<file path="config.mk">
export PLATFORM = sky130hd
export DESIGN_NAME = esics_top
export DESIGN_NICKNAME = d
export VERILOG_FILES = /design/src/hw/esics_top.v
export VERILOG_INCLUDE_DIRS = /design/src /design/src/hw
export SDC_FILE = /design/constraint.sdc
export NUM_CORES = 1
export LEC_CHECK = 0
export ABC_CLOCK_PERIOD_IN_PS = 8750
export BUFFER_PORTS_ARGS = -buffer_cell sky130_fd_sc_hd__buf_2
export CORE_ASPECT_RATIO = 1.25
export CORE_MARGIN = 8
export CORE_UTILIZATION = 60
export DETAILED_ROUTE_END_ITERATION = 7
export PLACE_DENSITY = 0.89
export SYNTH_ARGS = -nofsm -noshare
export SYNTH_HDL_FRONTEND = slang
export SYNTH_SLANG_ARGS = --single-unit
</file>
<file path="constraint.sdc">
create_clock -name sys_clk -period 8.75 [get_ports sys_clk]
set_input_delay 0.875 -clock sys_clk [delete_from_list [all_inputs] [get_ports sys_clk]]
set_output_delay 0.875 -clock sys_clk [all_outputs]
set_load 0.01 [all_outputs]
</file>
<file path="src/hw/esics_map.vh">
// Constants of the sensor command and status block
`ifndef ESICS_MAP_VH
`define ESICS_MAP_VH
`define ESICS_I2C_ADDR      7'h69
`define ESICS_CMD_START     16'h0021
`define ESICS_CMD_START_RHT 16'h0037
`define ESICS_CMD_STOP      16'h0104
`define ESICS_CMD_CLEAN     16'h5607
`define ESICS_CMD_INTERVAL  16'h8004
`define ESICS_CMD_STATUS    16'hd206
`define ESICS_CMD_CLR_STAT  16'hd210
`define ESICS_CMD_RESET     16'hd304
`define ESICS_CRC_POLY      8'h31
`define ESICS_CRC_INIT      8'hff
`define ESICS_CRC_XOROUT    8'h00
`define ESICS_BIT_SPEED     21
`define ESICS_BIT_CLEAN     19
`define ESICS_BIT_GAS       7
`define ESICS_BIT_HUM_TEMP  6
`define ESICS_BIT_LASER     5
`define ESICS_BIT_STALL     4
`define ESICS_DEF_INTERVAL  32'h00093a80
`define ESICS_CLEAN_TIME_S  10
`define ESICS_SETTLE_TIME_S 3
`define ESICS_SYS_CLK_HZ    25000000
`define ESICS_TICK_TIME_S   1
`define ESICS_TICK_CYCLES   (`ESICS_SYS_CLK_HZ * `ESICS_TICK_TIME_S)
`endif

</file>
<file path="src/hw/esics_top.v">
// I2C target with command interpreter, cleaning scheduler and status word
`default_nettype none
`include "esics_map.vh"

module esics_top #(
   parameter TICK_CYCLES = `ESICS_TICK_CYCLES
) (
   input  wire        sys_clk,
   input  wire        nrst,
   input  wire        scl_in,
   input  wire        sda_in,
   output wire        sda_out,
   output reg         sda_oe,
   input  wire        fan_speed_bad,
   input  wire        fan_rpm_zero,
   input  wire        laser_current_bad,
   input  wire        gas_sensor_fault,
   input  wire        humidity_temp_link_fault,
   output reg         meas_mode,
   output reg         rht_only_mode,
   output reg         fan_on,
   output reg         fan_max,
   output reg         laser_on,
   output reg         meas_update,
   output reg  [31:0] module_health_word
);
   // ----------------------------------------------------------------
   // Reset release and input synchronisers
   // ----------------------------------------------------------------
   reg        rst_meta;
   reg        rst_n;
   reg  [6:0] sync1;
   reg  [6:0] sync2;
   reg        scl_d;
   reg        sda_d;
   wire [6:0] raw_in = {humidity_temp_link_fault, gas_sensor_fault, laser_current_bad,
                        fan_rpm_zero, fan_speed_bad, sda_in, scl_in};
   always @(posedge sys_clk or negedge nrst) begin
      if (!nrst) begin
         rst_meta <= 1'b0;
         rst_n    <= 1'b0;
      end else begin
         rst_meta <= 1'b1;
         rst_n    <= rst_meta;
      end
   end
   always @(posedge sys_clk or negedge rst_n) begin
      if (!rst_n) begin
         sync1 <= 7'h7f;
         sync2 <= 7'h7f;
         scl_d <= 1'b1;
         sda_d <= 1'b1;
      end else begin
         sync1 <= raw_in;
         sync2 <= sync1;
         scl_d <= sync2[0];
         sda_d <= sync2[1];
      end
   end
   wire scl      = sync2[0];
   wire sda      = sync2[1];
   wire scl_rise = scl & ~scl_d;
   wire scl_fall = ~scl & scl_d;
   wire i2c_start = scl & scl_d & sda_d & ~sda;
   wire i2c_stop  = scl & scl_d & ~sda_d & sda;
   assign sda_out = 1'b0;

   // ----------------------------------------------------------------
   // CRC-8 over a 16-bit word
   // ----------------------------------------------------------------
   function [7:0] crc8;
      input [15:0] word;
      integer i;
      reg [7:0] c;
      begin
         c = `ESICS_CRC_INIT ^ word[15:8];
         for (i = 0; i < 16; i = i + 1) begin
            if (i == 8) begin
               c = c ^ word[7:0];
            end
            c = c[7] ? ({c[6:0], 1'b0} ^ `ESICS_CRC_POLY) : {c[6:0], 1'b0};
         end
         crc8 = c ^ `ESICS_CRC_XOROUT;
      end
   endfunction

   // ----------------------------------------------------------------
   // I2C target engine
   // ----------------------------------------------------------------
   localparam [1:0] ST_IDLE = 2'd0;
   localparam [1:0] ST_ADDR = 2'd1;
   localparam [1:0] ST_WR   = 2'd2;
   localparam [1:0] ST_RD   = 2'd3;
   reg  [1:0]  st;
   reg  [3:0]  bitcnt;
   reg         ack_ph;
   reg         nack;
   reg  [7:0]  rxsh;
   reg  [7:0]  txsh;
   reg  [3:0]  wcnt;
   reg  [2:0]  ridx;
   reg  [15:0] cmd;
   reg  [15:0] ptr;
   reg  [47:0] rxd;
   reg  [31:0] interval;
   reg         exec;
   reg  [31:0] rd_val;
   reg  [7:0]  tx_byte;
   wire [15:0] rd_word = (ridx < 3'd3) ? rd_val[31:16] : rd_val[15:0];
   always @* begin
      rd_val = 32'h0;
      if (ptr == `ESICS_CMD_INTERVAL) begin
         rd_val = interval;
      end else if (ptr == `ESICS_CMD_STATUS) begin
         rd_val = module_health_word;
      end
      case (ridx)
         3'd0, 3'd3: tx_byte = rd_word[15:8];
         3'd1, 3'd4: tx_byte = rd_word[7:0];
         3'd2, 3'd5: tx_byte = crc8(rd_word);
         default:    tx_byte = 8'hff;
      endcase
   end

   always @(posedge sys_clk or negedge rst_n) begin
      if (!rst_n) begin
         st     <= ST_IDLE;
         bitcnt <= 4'h0;
         ack_ph <= 1'b0;
         nack   <= 1'b0;
         rxsh   <= 8'h0;
         txsh   <= 8'h0;
         wcnt   <= 4'h0;
         ridx   <= 3'h0;
         cmd    <= 16'h0;
         ptr    <= 16'h0;
         rxd    <= 48'h0;
         exec   <= 1'b0;
         sda_oe <= 1'b0;
      end else begin
         exec <= 1'b0;
         if (i2c_start || i2c_stop) begin
            if (st == ST_WR && wcnt >= 4'd2) begin
               ptr  <= cmd;
               exec <= 1'b1;
            end
            st     <= i2c_start ? ST_ADDR : ST_IDLE;
            bitcnt <= 4'h0;
            ack_ph <= 1'b0;
            sda_oe <= 1'b0;
         end else if (scl_rise) begin
            if (bitcnt < 4'd8) begin
               bitcnt <= bitcnt + 4'd1;
               rxsh   <= {rxsh[6:0], sda};
            end else if (ack_ph) begin
               nack <= sda;
            end
         end else if (scl_fall && st != ST_IDLE) begin
            if (st == ST_RD && bitcnt != 4'd8) begin
               sda_oe <= ~txsh[7];
               txsh   <= {txsh[6:0], 1'b0};
            end else if (!ack_ph && bitcnt == 4'd8) begin
               ack_ph <= 1'b1;
               if (st == ST_ADDR) begin
                  if (rxsh[7:1] == `ESICS_I2C_ADDR) begin
                     sda_oe <= 1'b1;
                     wcnt   <= 4'h0;
                  end else begin
                     st <= ST_IDLE;
                  end
               end else if (st == ST_WR) begin
                  sda_oe <= 1'b1;
                  if (wcnt < 4'd2) begin
                     cmd <= {cmd[7:0], rxsh};
                  end else begin
                     rxd <= {rxd[39:0], rxsh};
                  end
                  if (wcnt != 4'hf) begin
                     wcnt <= wcnt + 4'd1;
                  end
               end else begin
                  sda_oe <= 1'b0;
               end
            end else if (ack_ph) begin
               ack_ph <= 1'b0;
               bitcnt <= 4'h0;
               sda_oe <= 1'b0;
               if ((st == ST_ADDR && rxsh[0]) || (st == ST_RD && !nack)) begin
                  st     <= ST_RD;
                  sda_oe <= ~tx_byte[7];
                  txsh   <= {tx_byte[6:0], 1'b0};
                  ridx   <= (st == ST_ADDR) ? 3'd1 : ridx + 3'd1;
                  if (st == ST_ADDR) begin
                     sda_oe <= ~rd_val[31];
                     txsh   <= {rd_val[30:24], 1'b0};
                  end
               end else if (st == ST_ADDR) begin
                  st <= ST_WR;
               end else if (st == ST_RD) begin
                  st <= ST_IDLE;
               end
            end
         end
      end
   end

   // ----------------------------------------------------------------
   // Command decode
   // ----------------------------------------------------------------
   wire short_cmd  = exec && (wcnt == 4'd2);
   wire do_start   = short_cmd && (cmd == `ESICS_CMD_START);
   wire do_rht     = short_cmd && (cmd == `ESICS_CMD_START_RHT);
   wire do_stop    = short_cmd && (cmd == `ESICS_CMD_STOP);
   wire do_clean   = short_cmd && (cmd == `ESICS_CMD_CLEAN) && meas_mode;
   wire do_clear   = short_cmd && (cmd == `ESICS_CMD_CLR_STAT);
   wire do_reset   = short_cmd && (cmd == `ESICS_CMD_RESET);
   wire crc_ok     = (crc8(rxd[47:32]) == rxd[31:24]) && (crc8(rxd[23:8]) == rxd[7:0]);
   wire do_set_int = exec && (wcnt == 4'd8) && (cmd == `ESICS_CMD_INTERVAL) && crc_ok;

   // ----------------------------------------------------------------
   // Second tick, cleaning scheduler and fan checks
   // ----------------------------------------------------------------
   reg  [31:0] tick_cnt;
   reg         tick;
   reg  [31:0] elapsed;
   reg  [3:0]  clean_secs;
   reg         cleaning;
   reg  [1:0]  settle;
   reg         speed_miss;
   reg         zero_miss;
   reg         speed_flag;
   reg         stall_flag;
   reg         laser_flag;
   reg         gas_flag;
   reg         ht_flag;
   wire        checks_on = meas_mode && tick && !cleaning
                           && (settle == `ESICS_SETTLE_TIME_S);
   wire        auto_due  = meas_mode && tick && !cleaning && (interval != 32'h0)
                           && (elapsed + 32'd1 >= interval);

   always @(posedge sys_clk or negedge rst_n) begin
      if (!rst_n) begin
         tick_cnt      <= 32'h0;
         tick          <= 1'b0;
         elapsed       <= 32'h0;
         interval      <= `ESICS_DEF_INTERVAL;
         clean_secs    <= 4'h0;
         cleaning      <= 1'b0;
         settle        <= 2'h0;
         meas_mode     <= 1'b0;
         rht_only_mode <= 1'b0;
         speed_miss    <= 1'b0;
         zero_miss     <= 1'b0;
         speed_flag    <= 1'b0;
         stall_flag    <= 1'b0;
         laser_flag    <= 1'b0;
         gas_flag      <= 1'b0;
         ht_flag       <= 1'b0;
      end else begin
         tick     <= (tick_cnt == TICK_CYCLES - 1);
         tick_cnt <= (tick_cnt == TICK_CYCLES - 1) ? 32'h0 : tick_cnt + 32'd1;
         if (do_start || do_rht || do_stop || do_reset) begin
            meas_mode     <= do_start;
            rht_only_mode <= do_rht;
            cleaning      <= 1'b0;
            settle        <= 2'h0;
            speed_miss    <= 1'b0;
            zero_miss     <= 1'b0;
         end
         if (do_reset) begin
            interval <= `ESICS_DEF_INTERVAL;
         end else if (do_set_int) begin
            interval <= {rxd[47:32], rxd[23:8]};
         end
         if (meas_mode && tick && settle != `ESICS_SETTLE_TIME_S) begin
            settle <= settle + 2'd1;
         end
         if (meas_mode && tick && !cleaning) begin
            elapsed <= elapsed + 32'd1;
         end
         if (do_clean || auto_due) begin
            cleaning   <= 1'b1;
            clean_secs <= 4'h0;
            elapsed    <= 32'h0;
         end else if (cleaning && tick) begin
            clean_secs <= clean_secs + 4'd1;
            if (clean_secs == `ESICS_CLEAN_TIME_S - 1) begin
               cleaning <= 1'b0;
               elapsed  <= 32'h0;
            end
         end
         if (do_clear || do_reset) begin
            speed_flag <= 1'b0;
            stall_flag <= 1'b0;
            laser_flag <= 1'b0;
            gas_flag   <= 1'b0;
            ht_flag    <= 1'b0;
         end
         if (checks_on) begin
            speed_miss <= sync2[2];
            zero_miss  <= sync2[3];
            if (sync2[2] && speed_miss) begin
               speed_flag <= 1'b1;
            end else if (!sync2[2]) begin
               speed_flag <= 1'b0;
            end
            if (sync2[3] && zero_miss) begin
               stall_flag <= 1'b1;
            end
         end
         if (meas_mode && tick && sync2[4]) begin
            laser_flag <= 1'b1;
         end
         if ((meas_mode || rht_only_mode) && sync2[5]) begin
            gas_flag <= 1'b1;
         end
         if ((meas_mode || rht_only_mode) && sync2[6]) begin
            ht_flag <= 1'b1;
         end
      end
   end

   // ----------------------------------------------------------------
   // Outputs and status word
   // ----------------------------------------------------------------
   always @(posedge sys_clk or negedge rst_n) begin
      if (!rst_n) begin
         fan_on             <= 1'b0;
         fan_max            <= 1'b0;
         laser_on           <= 1'b0;
         meas_update        <= 1'b0;
         module_health_word <= 32'h0;
      end else begin
         fan_on      <= meas_mode;
         fan_max     <= cleaning;
         laser_on    <= meas_mode;
         meas_update <= (meas_mode || rht_only_mode) && tick && !cleaning;
         module_health_word                      <= 32'h0;
         module_health_word[`ESICS_BIT_SPEED]    <= speed_flag;
         module_health_word[`ESICS_BIT_CLEAN]    <= cleaning;
         module_health_word[`ESICS_BIT_GAS]      <= gas_flag;
         module_health_word[`ESICS_BIT_HUM_TEMP] <= ht_flag;
         module_health_word[`ESICS_BIT_LASER]    <= laser_flag;
         module_health_word[`ESICS_BIT_STALL]    <= stall_flag;
      end
   end
endmodule
`default_nettype wire

</file>
After elaboration in Yosys (flattened, before gate mapping)
Cells that the tools add are included.
{ "totals": {"regBits": 253, "wordCells": 372} }
{ "classes": {"n_mux": 129, "eq_ne": 39, "reduce_logical": 78, "order_cmp": 5, "n_bitwise": 75, "n_addsub": 7} }
{ "op_table": {"columns": ["cell", "n"], "rows": [
  ["6-bit two-way mux", 48],
  ["32-bit two-way mux", 8],
  ["3-bit inverter", 48],
  ["16-bit == test, second input constant", 5],
  ["32-bit by 1-bit adder with 32-bit output, second input constant", 2],
  ["4-bit two-way mux", 13],
  ["8-bit two-way mux", 6],
  ["1-bit two-way mux", 37],
  ["16-bit by 6-bit == test with 1-bit output, second input constant", 2],
  ["32-bit by 25-bit == test with 1-bit output, second input constant", 1],
  ["32-bit greater-or-equal comparator", 1],
  ["1-bit logical AND", 32],
  ["32-bit nonzero test", 1],
  ["2-bit two-way mux", 13],
  ["2-bit nonzero test", 13],
  ["8-bit inverter", 3],
  ["8-bit one-hot mux with 3 select lines", 1],
  ["8-bit AND reduction", 3],
  ["8-bit bitwise XOR", 3],
  ["22-bit two-way mux", 1],
  ["16-bit by 15-bit == test with 1-bit output, second input constant", 1],
  ["16-bit by 9-bit == test with 1-bit output, second input constant", 1],
  ["8-bit == test", 2],
  ["16-bit two-way mux", 1],
  ["other kinds (37)", 87]
]} }

Depth between registers and ports, before layout
Gate-level depths: netlist of run 1.
{ "logic_depth": {"ltp_word": 49, "mapped_depth": 21, "depth_no_buf": 20} }

Least setup slack after synthesis of run 1
Ideal clock, no wire load.
{ "synth_path": {"path_type": "register to register", "startpoint": "register elapsed[0]", "endpoint": "register elapsed[11]", "n_path_buf": 1, "path_slack_ps": 4739, "path_stages_with_launch": 22, "setup_time_ps": 86, "t_arrival_ps": 3925, "path_cell_list": "dfrtp_1 > ha_1 > nand3_1 > nor2_1 > and3_1 > and3_1 > and3_1 > nand3_1 > nor2_1 > xor2_1 > ha_1 > a21o_1 > a21o_1 > a21o_1 > a21o_1 > a21o_1 > a21oi_1 > nor2b_1 > a2111oi_0 > nor2_1 > clkbuf_1 > nor3_1"} }
{ "synth_between": {"elab_chain_len": 5} }
{ "synth_lines": {"columns": ["element", "line", "text"], "rows": [
  ["from (decl)", "esics_top.v:225", "reg [31:0] elapsed;"],
  ["from (signal assigned)", "esics_top.v:279", "elapsed <= elapsed + 32'd1;"],
  ["32-bit by 1-bit adder with 32-bit output *", "esics_top.v:239, esics_top.v:279", null],
  ["32-bit greater-or-equal comparator or 32-bit two-way mux (tied branches)", "esics_top.v:239, esics_top.v:278", null],
  ["1-bit logical AND or 32-bit two-way mux (tied branches)", "esics_top.v:239, esics_top.v:287", null],
  ["1-bit logical OR or 32-bit two-way mux (tied branches)", "esics_top.v:281, esics_top.v:285", null],
  ["32-bit two-way mux *", "esics_top.v:281", "if (do_clean || auto_due) begin"]
]} }
Every way passes the cells marked *; elsewhere a longest branch is shown, timed or not.
A chain may end at the register's enable or synchronous reset.

Worst setup path in the final report of run 1
{ "layout_path": {"startpoint": "register elapsed[0]", "endpoint": "register elapsed[28]"} }
The elaborated chain is that of the path after synthesis.

==> impl_results.md, run 1 <==
* Worst slew pin tran at 1.22 ns
* Reg clk slew, reported paths at 0.06 ns
* Setup violations, final at 0
* Setup slack after layout at 4.04 ns
* Pleak at 7.26 nW
* Cts hold-fix bufs at 0
* Post-CTS sizing at 0
* FF+latch count, synth at 251
* Initial antenna violation count at 0
* Worst Path Arrival at 5.16 ns
* Req. time, crit path at 9.19 ns
* # DRC at 0
* Clock Tree Buf Depth at 3
* Global placer's final weighted congestion at 0.935
* DR pass1 iterations at 5
* Post-synth top flop: dfrtp_1
* DP Wirelength at 23,500 um
* Synth-to-layout area growth at 7.61%
* Largest net degree at the start of global routing at 84
* Post-route cell area at 0.0154 mm2
* CP Launch Type: register
* Average size of a mapped cell at 10.3 um2
* Result of the run: completed
* Pre-CTS WS at 4.10 ns
* Max Cap Violations at 0
* Tot GR Track Use at 23.0%
* # port buffers at 21
* CTS tree: done
* Final period utilization at 53.9%
* DRT iter0 DRCs at 773
* Vias in the first global route at 10,990
* Final net count at 1,454
* Share of cells above drive strength 1 at 16.8%
* Clk_lat worst skew at 0.54 ns
* Synthesized cell area at 0.0143 mm2
* Avg Vias per Cell at 6.13
* Cell taking the most area after synthesis: dfrtp_1
* TritonCTS Buffers at 26
* Worst slew margin at 18.5%
* Hold Crit Class: input port to async pin
* Post-synth EDFFs at 0
* Post-DP Area at 0.0146 mm2
* Setup TNS at 0 ns
* Maximum VDD drop at 0.000129 V
* Final Max Slew Viols at 0
* CTS root buf: clkbuf_16
* Synth top area cells: dfrtp_1 (40%), xnor2_1 (8.1%), mux2_2 (7.3%)
* Post-synthesis sequential area ratio at 44.0%
* Rows at 63
* Power Dens Cells at 159 mW/mm2
* Post-route minimum period at 4.71 ns
* Die ar. at 0.0291 mm2
* DIE HEIGHT at 189 um
* Detailed Route WL at 33,300 um
* Wirelength per Cell at 19.5 um
* Post-Synthesis Cells at 1,386
* Top-Level Pins at 49
* Maximum fanout along the worst path at 27
* Clock Sinks at 251
* Fin. Hold Viols at 0
* Ant. Diodes at 0
* Grt ovf at 0
* Setup Fix Bufs, Post-CTS at 0
* Antenna viol nets, final at 0
* Yosys cell types at 66
* Asr flop ratio synth at 100%
* Crit. End Element: register
* H-tree Lvls at 1
* Kind of critical path: register to register
* Syn. warnings at 0
* Core ar. at 0.0236 mm2
* Chip Width at 154 um
* Area share of the largest cell type after synthesis at 39.8%
* Global-route wire length before repair at 54,800 um
* Fmax achieved at 0.212 GHz
* Via count at 10,460
* Clock Skew at 0.0133 ns
* RSZ-0062 raised after global routing: no
* Initial Util at 60.8%
[kinds of logic (layout without fill, tap and decap cells)]
kind of cell,count (synthesis),after routing,synth area share [%]
simple gates,427,427,14.5
flops,251,251,44.0
xor+xnor,215,215,13.8
compound gates,176,176,7.55
mux,133,133,11.1
buf+inv,131,133,4.43
fa+ha+maj,51,51,4.45
other cells,2,28,0.0524
[worst max-delay path, stage by stage (launching register included)]
cell	delay (ns)
dfrtp_1	0.41
ha_1	0.22
nand3_1	0.14
nor2_1	0.26
and3_1	0.25
and3_1	0.24
and3_1	0.23
nand3_1	0.17
nor2_1	0.17
xor2_1	0.09
ha_1	0.18
a21o_1	0.17
a21o_1	0.16
a21o_1	0.17
a21o_1	0.17
a21o_1	0.17
a21oi_1	0.15
nor2b_1	0.06
a2111oi_0	0.41
nor2_2	0.23
buf_4	0.28
nor3_1	0.24
[cell usage in the layout (no fill, tap or decap), types with 51 or more instances in the layout]
master and instances:
a21oi_1 71, xnor2_1 133, dfrtp_1 227, nand3_1 52
xor2_1 75, inv_1 51, ha_1 51, nor2_1 98
mux2_2 93, nand2_1 115
[cell usage after synthesis (7+ instances only)]
| cell | count |
|---|---|
| inv_1 | 51 |
| nor3_1 | 49 |
| a21o_1 | 16 |
| mux2_4 | 29 |
| mux2_2 | 93 |
| dfrtp_1 | 228 |
| a31oi_1 | 7 |
| and3_1 | 19 |
| nand2b_1 | 11 |
| xnor2_1 | 133 |
| ha_1 | 51 |
| clkbuf_1 | 37 |
| a21oi_1 | 71 |
| nand3_1 | 52 |
| nand4_1 | 16 |
| buf_4 | 30 |
| mux2i_1 | 11 |
| dfstp_2 | 23 |
| nor2_1 | 99 |
| nor4_1 | 20 |
| o21ai_0 | 37 |
| xor2_1 | 75 |
| nand2_1 | 115 |
[final timing paths]
path / start / slack (ns) / cells past startpoint / to
worst max-delay path: elapsed[0] / 4.04 / 21 / elapsed[28]
worst min-delay path: nrst / 0.12 / 1 / rst_n
worst max register to register: elapsed[0] / 4.04 / 21 / elapsed[28]
worst min register to register: rst_n / 0.18 / 0 / rxd[36]
max in group asynchronous: rst_n / 7.26 / 1 / elapsed[5]
min in group sys_clk: rst_meta / 0.35 / 0 / rst_n
[where the power goes]
group	leakage [nW]	internal (mW)	total, mW	switching, mW
logic	3.46	0.0437	0.117	0.0736
registers	3.38	1.20	1.25	0.0428
clock network	0.408	0.614	1.08	0.466
total	7.26	1.86	2.44	0.582
[metrics by stage]
| step | utilization (%) | hold slack, ns | cells | power (mW) |
|---|---|---|---|---|
| CTS | 65.4 | 0.101 | 1706 | 2.46 |
| finish | 65.4 | 0.115 | 1706 | 2.44 |
| global route | 65.4 | 0.107 | 1706 | 2.53 |
| floorplan | - | 0.331 | 1412 | 1.35 |
| global placement | 61.9 | 0.189 | 1658 | 1.38 |
| detailed placement | 61.9 | 0.188 | 1658 | 1.38 |
[registers in the layout, summed over array words and instances, names as in the netlist, 2 cells and up]
register,count
bitcnt,4
clean_secs,4
cmd,16
elapsed,32
interval,32
module_health_word,6
ptr,16
ridx,3
rxd,48
rxsh,8
settle,2
st,2
sync1,7
sync2,7
tick_cnt,32
txsh,7
wcnt,4
[metal layers]
layer | vias to the layer above | track usage, % | wire length (um)
met3 | 131 | 3.92 | 2140
met2 | 396 | 39.9 | 16700
met5 | - | 0 | 0
li1 | 4753 | - | -
met4 | 0 | 13.4 | 1800
met1 | 5180 | 26.2 | 12600
[final cells by class]
cell class | instances | area, um2
inverters | 51 | 191
well taps | 292 | 365
fillers | 1639 | 8150
repair buffers | 34 | 203
clock buffers | 35 | 724
clock inverters | 13 | 113
flip-flops and latches | 251 | 6310
multi-input cells | 1030 | 7510
No activity file was read; power rests on OpenSTA's default activity.
==> inputs of run 2 (changes only) <==
Settings changed: ABC_CLOCK_PERIOD_IN_PS 8750 to 4200, CORE_UTILIZATION 60 to 57.
Clock period 8.75 ns to 4.2 ns, I/O delays scaled along.
==> run 2 against run 1 <==
The flow now finishes with violations (negative setup slack). Wire length is 8.5% higher. First-iteration DRC count rose by 21%. Power rose by 110%. Cell count increased by 5.6%. Clock skew up 0.013 ns. Register-to-register slack got worse by 4.1 ns. Hold slack better by 0.11 ns. Core utilization decreased by 1.6 points. Combinational power grew 110%. Non-clock buffer count grew 52. Sequential power increased by 110%. Largest cell class unchanged. Highest routed layer unchanged.
==> impl_results.md, run 2 (synthesis gave the netlist of run 1 again) <==
* TritonCTS Buffers at 26 (unchanged)
* Critical path, cell by cell: buf_4 > and3_1 > and3_4 > nand3_1 > nor2_2 > nand4_1 > inv_1 > nand3_1 > xnor2_1 > ha_1 > a21oi_1 > nor2b_1 > o21ai_0 > nand2_1 > a2111oi_1 > o21ai_1 > a2111oi_2 > buf_4 > nor2_4 > buf_4 > nor3_2
* DP Wirelength at 24,300 um (+3.7%)
* Worst slew pin tran at 1.08 ns (-0.140 ns)
* H-tree Lvls at 1 (unchanged)
* Switching power at 1.22 mW (+110%)
* Avg Vias per Cell at 6.02 (-1.9%)
* Reg with most FFs: rxd
* CTS tree: done
* DRT iter0 DRCs at 939 (+21%)
* CTS root buf: clkbuf_16
* Top-Level Pins at 49 (unchanged)
* Ant. Diodes at 0 (unchanged)
* Core ar. at 0.0250 mm2 (+5.9%)
* Kind of critical path: register to register
* Met1 Usage GRT at 26.6% (+0.44 points)
* Setup TNS at -0.0405 ns (-0.0405 ns)
* Hold Crit Class: input port to async pin
* Fin. Hold Viols at 0 (unchanged)
* Filler cells at 1,815 (+11%)
* Rows at 65 (+3.2%)
* Power Dens Cells at 318 mW/mm2 (+100%)
* Clock Tree Buf Depth at 3 (unchanged)
* Internal power at 3.84 mW (+110%)
* Max Cap Violations at 0 (unchanged)
* Clk_lat worst skew at 0.56 ns (+0.02 ns)
* Met3 usage at 3.70% (-0.22 points)
* Worst path most repeated cell: buf_4
* Via count at 10,834 (+3.6%)
* Initial Util at 57.4% (-3.4 points)
* Maximum VDD drop at 0.000329 V (+160%)
* Largest net degree at the start of global routing at 83 (-1.2%)
* Max reg flops at 48 (unchanged)
* Req. time, crit path at 4.60 ns (-4.59 ns)
* DIE HEIGHT at 193 um (+2.4%)
* Result of the run: finished with violations
* Crit. End Element: register
* Final period utilization at 101% (+47 points)
* Synth-to-layout area growth at 11.1%
* Met2 Track Usage GR at 39.5% (-0.37 points)
* Sequential power share at 51.6% (+0.6 points)
* Chip Width at 158 um (+2.3%)
* Global placer's final weighted congestion at 0.907 (-3.0%)
* Sw Ratio at 24.2% (+0.33 points)
* Share of cells above drive strength 1 at 19.4% (+2.5 points)
* Global-route wire length before repair at 57,500 um (+4.9%)
* Worst slew margin at 27.5% (+9.0 points)
* CP Launch Type: register
* Placed insts at 1,743 (+5.1%)
* Initial antenna violation count at 0 (unchanged)
* Vias in the first global route at 11,360 (+3.4%)
* Final net count at 1,506 (+3.6%)
* Tot GR Track Use at 23.3% (+0.37 points)
* Commonest non-fill, non-tap cell in the layout: dfrtp_1
* Post-route minimum period at 4.24 ns (-0.474 ns)
* Setup slack after layout at -0.0405 ns (-4.08 ns)
* Setup violations, final at 1 (+1)
* Grt ovf at 0 (unchanged)
* Reg clk slew, reported paths at 0.07 ns (about the same)
* Pleak at 7.53 nW (+3.8%)
* Violated checks: negative setup slack
* Fmax achieved at 0.236 GHz (+11%)
* Die ar. at 0.0305 mm2 (+4.8%)
* Worst Path Arrival at 4.64 ns (-0.52 ns)
* DR pass1 iterations at 7 (+2)
* Combinational fraction of design power at 4.8% (about the same)
* Slowest cell on the critical path: nor3_2
* Clock Skew at 0.0260 ns (+0.0127 ns)
* Grt peak-use layer: met2
* Most frequent cells in the layout: dfrtp_1 (227), xnor2_1 (133), nand2_1 (115)
* Final Max Slew Viols at 0 (unchanged)
* CP peak stage delay at 0.39 ns (-0.02 ns)
* Maximum fanout along the worst path at 10 (-63%)
* Final cell count without fillers at 1,801 (+5.6%)
* Wirelength per Cell at 20.1 um (+2.8%)
* Antenna viol nets, final at 0 (unchanged)
* # DRC at 0 (unchanged)
* # port buffers at 21 (unchanged)
* RSZ-0062 raised after global routing: yes
* Fin util at 63.8% (-1.6 points)
* Clock Sinks at 251 (unchanged)
* Detailed Route WL at 36,100 um (+8.5%)
* Clock group share of total power at 43.7% (-0.5 points)
[run 2: area by class of cell]
class | count | area, um2 | share of cell area [%]
Clock buffer | 40 | 713 | 4.48
Clock inverter | 8 | 80.1 | 0.503
Inverter | 51 | 191 | 1.20
Multi-Input combinational cell | 1030 | 7560 | 47.5
Sequential cell | 251 | 6310 | 39.6
Tap cell | 335 | 419 | 2.63
Timing Repair Buffer | 86 | 642 | 4.03
[run 2: critical path, delay by kind of cell (launching register included)]
family | cells | cell delay (ns)
compound gates | 5 | 1.09
xor+xnor | 1 | 0.16
fa+ha+maj | 1 | 0.30
buf+inv | 4 | 0.58
flops | 1 | 0.38
simple gates | 10 | 1.58
[run 2: timing repair]
action / 4_1_cts / 5_1_grt
setup buffers: 0 / 1
hold buffers: 8 / 0
endpoints found under the hold margin: 9 / 0
endpoints found under the setup margin: 0 / 37
gates resized for setup: 0 / 18
[run 2: metrics by stage]
stage	hold slack [ns]	total power, mW	setup slack (ns)	cell area, um2
final	0.221	5.07	-0.0405	15900
after detailed placement	0.212	2.89	0.0947	15000
after floorplan	0.124	2.81	0.102	14400
after CTS	0.230	5.09	0.0146	15800
after global routing	0.235	5.24	-0.187	15900
after global placement	0.207	2.87	0.215	15000
[run 2: worst paths after layout]
path,depth (start not counted),startpoint,end,slack (ns)
worst max-delay path,21,elapsed[0],clean_secs[0],-0.04
worst min-delay path,2,nrst,rst_n,0.22
worst max register to register,21,elapsed[0],clean_secs[0],-0.04
worst min register to register,0,rst_meta,rst_n,0.35
max in group asynchronous,1,rst_n,interval[12],2.73
min in group sys_clk,0,rst_meta,rst_n,0.35
[run 2: per-layer routing]
| layer | share of wire [%] | wire, um | vias to the layer above |
|---|---|---|---|
| met5 | 0 | 0 | - |
| met4 | 6.5 | 2360 | 0 |
| met1 | 37 | 13500 | 5264 |
| met3 | 6.8 | 2450 | 184 |
| met2 | 49 | 17800 | 529 |
| li1 | - | - | 4857 |
[run 2: power groups by stage]
| stage | logic, mW | registers [mW] | clock network, mW |
|---|---|---|---|
| final | 0.242 | 2.61 | 2.21 |
| after floorplan | 0.175 | 2.64 | 0 |
| after detailed placement | 0.236 | 2.65 | 0 |
| after CTS | 0.242 | 2.61 | 2.24 |
| after global routing | 0.274 | 2.62 | 2.34 |
| after global placement | 0.223 | 2.65 | 0 |
==> inputs of run 3 (changes only) <==
Settings changed: ABC_CLOCK_PERIOD_IN_PS 4200 to 4660, CORE_UTILIZATION 57 to 60.
Clock period 4.2 ns to 4.66 ns, I/O delays scaled along.
==> run 3 against run 2 <==
Largest cell class unchanged. Flip-flop and latch count stayed put. Critical path depth is 3 lower. The flow now finishes without violations. Critical endpoint is now elapsed[1]. Cell count is 4.8% lower.
==> impl_results.md, run 3 (synthesis gave the netlist of run 1 again) <==
* Result of the run: completed
* Clock Tree Buf Depth at 3 (unchanged)
* Maximum fanout along the worst path at 14 (+4)
* Reg-to-reg endpoint: elapsed[1]
* CP Launch Type: register
* Chip Width at 154 um (-2.3%)
* CTS root buf: clkbuf_16
* Power Dens Cells at 307 mW/mm2 (-3.6%)
* Avg Vias per Cell at 6.26 (+4.0%)
* Power, Total at 4.80 mW (-5.4%)
* Pre-CTS WS at 0.120 ns (+0.0251 ns)
* Hold Worst Slack at 0.0178 ns (-0.203 ns)
* DRT iter0 DRCs at 869 (-7.5%)
* Vias in the first global route at 11,200 (-1.4%)
* Most frequent cells in the layout: dfrtp_1 (227), xnor2_1 (133), nand2_1 (115)
* Ant. Diodes at 0 (unchanged)
* Antenna viol nets, final at 0 (unchanged)
* CTS tree: done
* Final net count at 1,463 (-2.9%)
* Maximum VDD drop at 0.000315 V (-4.4%)
* Max reg flops at 48 (unchanged)
* Setup TNS at 0 ns (+0.0405 ns)
* Detailed Route WL at 34,900 um (-3.4%)
* Filler cells at 1,621 (-11%)
* Sw Ratio at 23.4% (-0.74 points)
* Hold Crit Depth at 1
* Reg2Reg Depth at 18 (-14%)
* Sequential power share at 49.0% (-2.6 points)
* Crit. End Element: register
* Largest net degree at the start of global routing at 99 (+19%)
* Reg clk slew, reported paths at 0.07 ns (about the same)
* Clk_lat worst skew at 0.54 ns (-0.02 ns)
* Rows at 63 (-3.1%)
* Initial antenna violation count at 0 (unchanged)
* Pleak at 7.36 nW (-2.3%)
* TritonCTS Buffers at 26 (unchanged)
* Global placer's final weighted congestion at 0.948 (+4.5%)
* Hold Crit Class: input port to register
* Max Cap Violations at 0 (unchanged)
* Reg with most FFs: rxd
* Req. time, crit path at 5.06 ns (+0.46 ns)
* Switching power at 1.12 mW (-8.3%)
* Fin. Hold Viols at 0 (unchanged)
* Clock Sinks at 251 (unchanged)
* DR pass1 iterations at 5 (-2)
* Setup violations, final at 0 (-1)
* Initial Util at 60.8% (+3.4 points)
* Fin util at 66.3% (+2.5 points)
* Core ar. at 0.0236 mm2 (-5.6%)
* Hold Crit Start: fan_rpm_zero
* DIE HEIGHT at 189 um (-2.3%)
* Tot GR Track Use at 24.2% (+0.83 points)
* # port buffers at 21 (unchanged)
* Hold Crit Endpoint: sync1[3]
* Setup slack after layout at 0.402 ns (+0.443 ns)
* Final Max Slew Viols at 0 (unchanged)
* Clock group share of total power at 46.5% (+2.8 points)
* Reg-to-reg startpoint: elapsed[2]
* Reg2Reg Setup Slack at 0.40 ns (+0.44 ns)
* Global-route wire length before repair at 57,500 um (about the same)
* # DRC at 0 (unchanged)
* Worst slew margin at 16.4% (-11 points)
* Wirelength per Cell at 20.3 um (+1.4%)
* Worst slew pin tran at 1.25 ns (+0.171 ns)
* Kind of critical path: register to register
* H-tree Lvls at 1 (unchanged)
* Internal power at 3.67 mW (-4.4%)
* Via count at 10,731 (-0.95%)
* Post-route minimum period at 4.26 ns (+0.0172 ns)
* Commonest non-fill, non-tap cell in the layout: dfrtp_1
* Clock Skew at 0.0233 ns (-0.00261 ns)
* Share of cells above drive strength 1 at 17.6% (-1.7 points)
* Grt ovf at 0 (unchanged)
* Combinational fraction of design power at 4.5% (-0.3 points)
* Die ar. at 0.0291 mm2 (-4.5%)
* Synth-to-layout area growth at 9.11%
* Final period utilization at 91.4% (-9.6 points)
* DP Wirelength at 24,000 um (-1.2%)
* Top-Level Pins at 49 (unchanged)
* Fmax achieved at 0.235 GHz (-0.40%)
* Worst Path Arrival at 4.65 ns (about the same)
-- run 3: cell count changes in the layout (fill, tap and decap cells not counted), sizes merged --
cell,before,now
buf,78,42
dlygate4sd3,8,1
clkbuf,40,36
bufinv,1,4
clkinv,6,5
clkinvlp,0,1
inv,52,53
-- run 3: worst max-delay path by stage --
stage                     startpoint          end  slack (ns)  depth (start not counted)
after floorplan                rst_n       ack_ph        0.56                          0
after global placement    elapsed[0]  elapsed[26]        0.35                         19
after detailed placement  elapsed[0]  elapsed[19]        0.12                         19
after CTS                 elapsed[0]  elapsed[19]        0.05                         19
after global routing      elapsed[2]  elapsed[16]      -0.004                         19
final                     elapsed[2]   elapsed[1]        0.40                         18
-- run 3: final cells by class --
class	count	area, um2	area share (%)
clock buffers	36	728	4.66
clock inverters	12	191	1.22
inverters	51	191	1.22
multi-input cells	1030	7550	48.3
flip-flops and latches	251	6310	40.4
well taps	292	365	2.34
repair buffers	43	289	1.85
-- run 3: power groups by stage --
stage / registers [mW] / logic, mW / clock network [mW]
finish: 2.35 / 0.217 / 2.23
global route: 2.36 / 0.248 / 2.34
detailed placement: 2.39 / 0.216 / 0
floorplan: 2.38 / 0.158 / 0
global placement: 2.38 / 0.202 / 0
CTS: 2.35 / 0.217 / 2.25
-- run 3: stage by stage --
stage / instance area (um2) / std cells
6_report: 15600 / 1715
3_5_place_dp: 14600 / 1665
3_3_place_gp: 14600 / 1665
4_1_cts: 15600 / 1714
2_1_floorplan: 14400 / 1412
5_1_grt: 15600 / 1715
-- run 3: per-layer routing --
metal | vias up | wire [um] | global-route usage [%]
met1 | 5347 | 13100 | 28.0
met2 | 455 | 17500 | 41.9
met5 | - | 0 | 0
met3 | 146 | 2400 | 4.10
li1 | 4783 | - | -
met4 | 0 | 1930 | 13.3
-- run 3: worst max-delay path: stages (launching register included) --
cell and delay [ns]:
dfrtp_1 0.41, and3_1 0.25, and3_1 0.28, nand3_1 0.17, nor2_1 0.24, nand4_1 0.19
inv_1 0.09, nand3_1 0.16, xnor2_1 0.22, ha_1 0.28, a21oi_1 0.13, nor2b_1 0.06
o21ai_0 0.14, nand2_1 0.07, a2111oi_1 0.36, o21ai_1 0.18, a2111oi_4 0.36, nor2_4 0.16
a2111oi_1 0.39
-- run 3: what timing repair did --
item	4_1_cts	5_1_grt
hold buffers	1	0
setup buffers	0	1
hold endpoints to repair	2	0
gates resized for setup	0	13
endpoints found under the setup margin	0	37
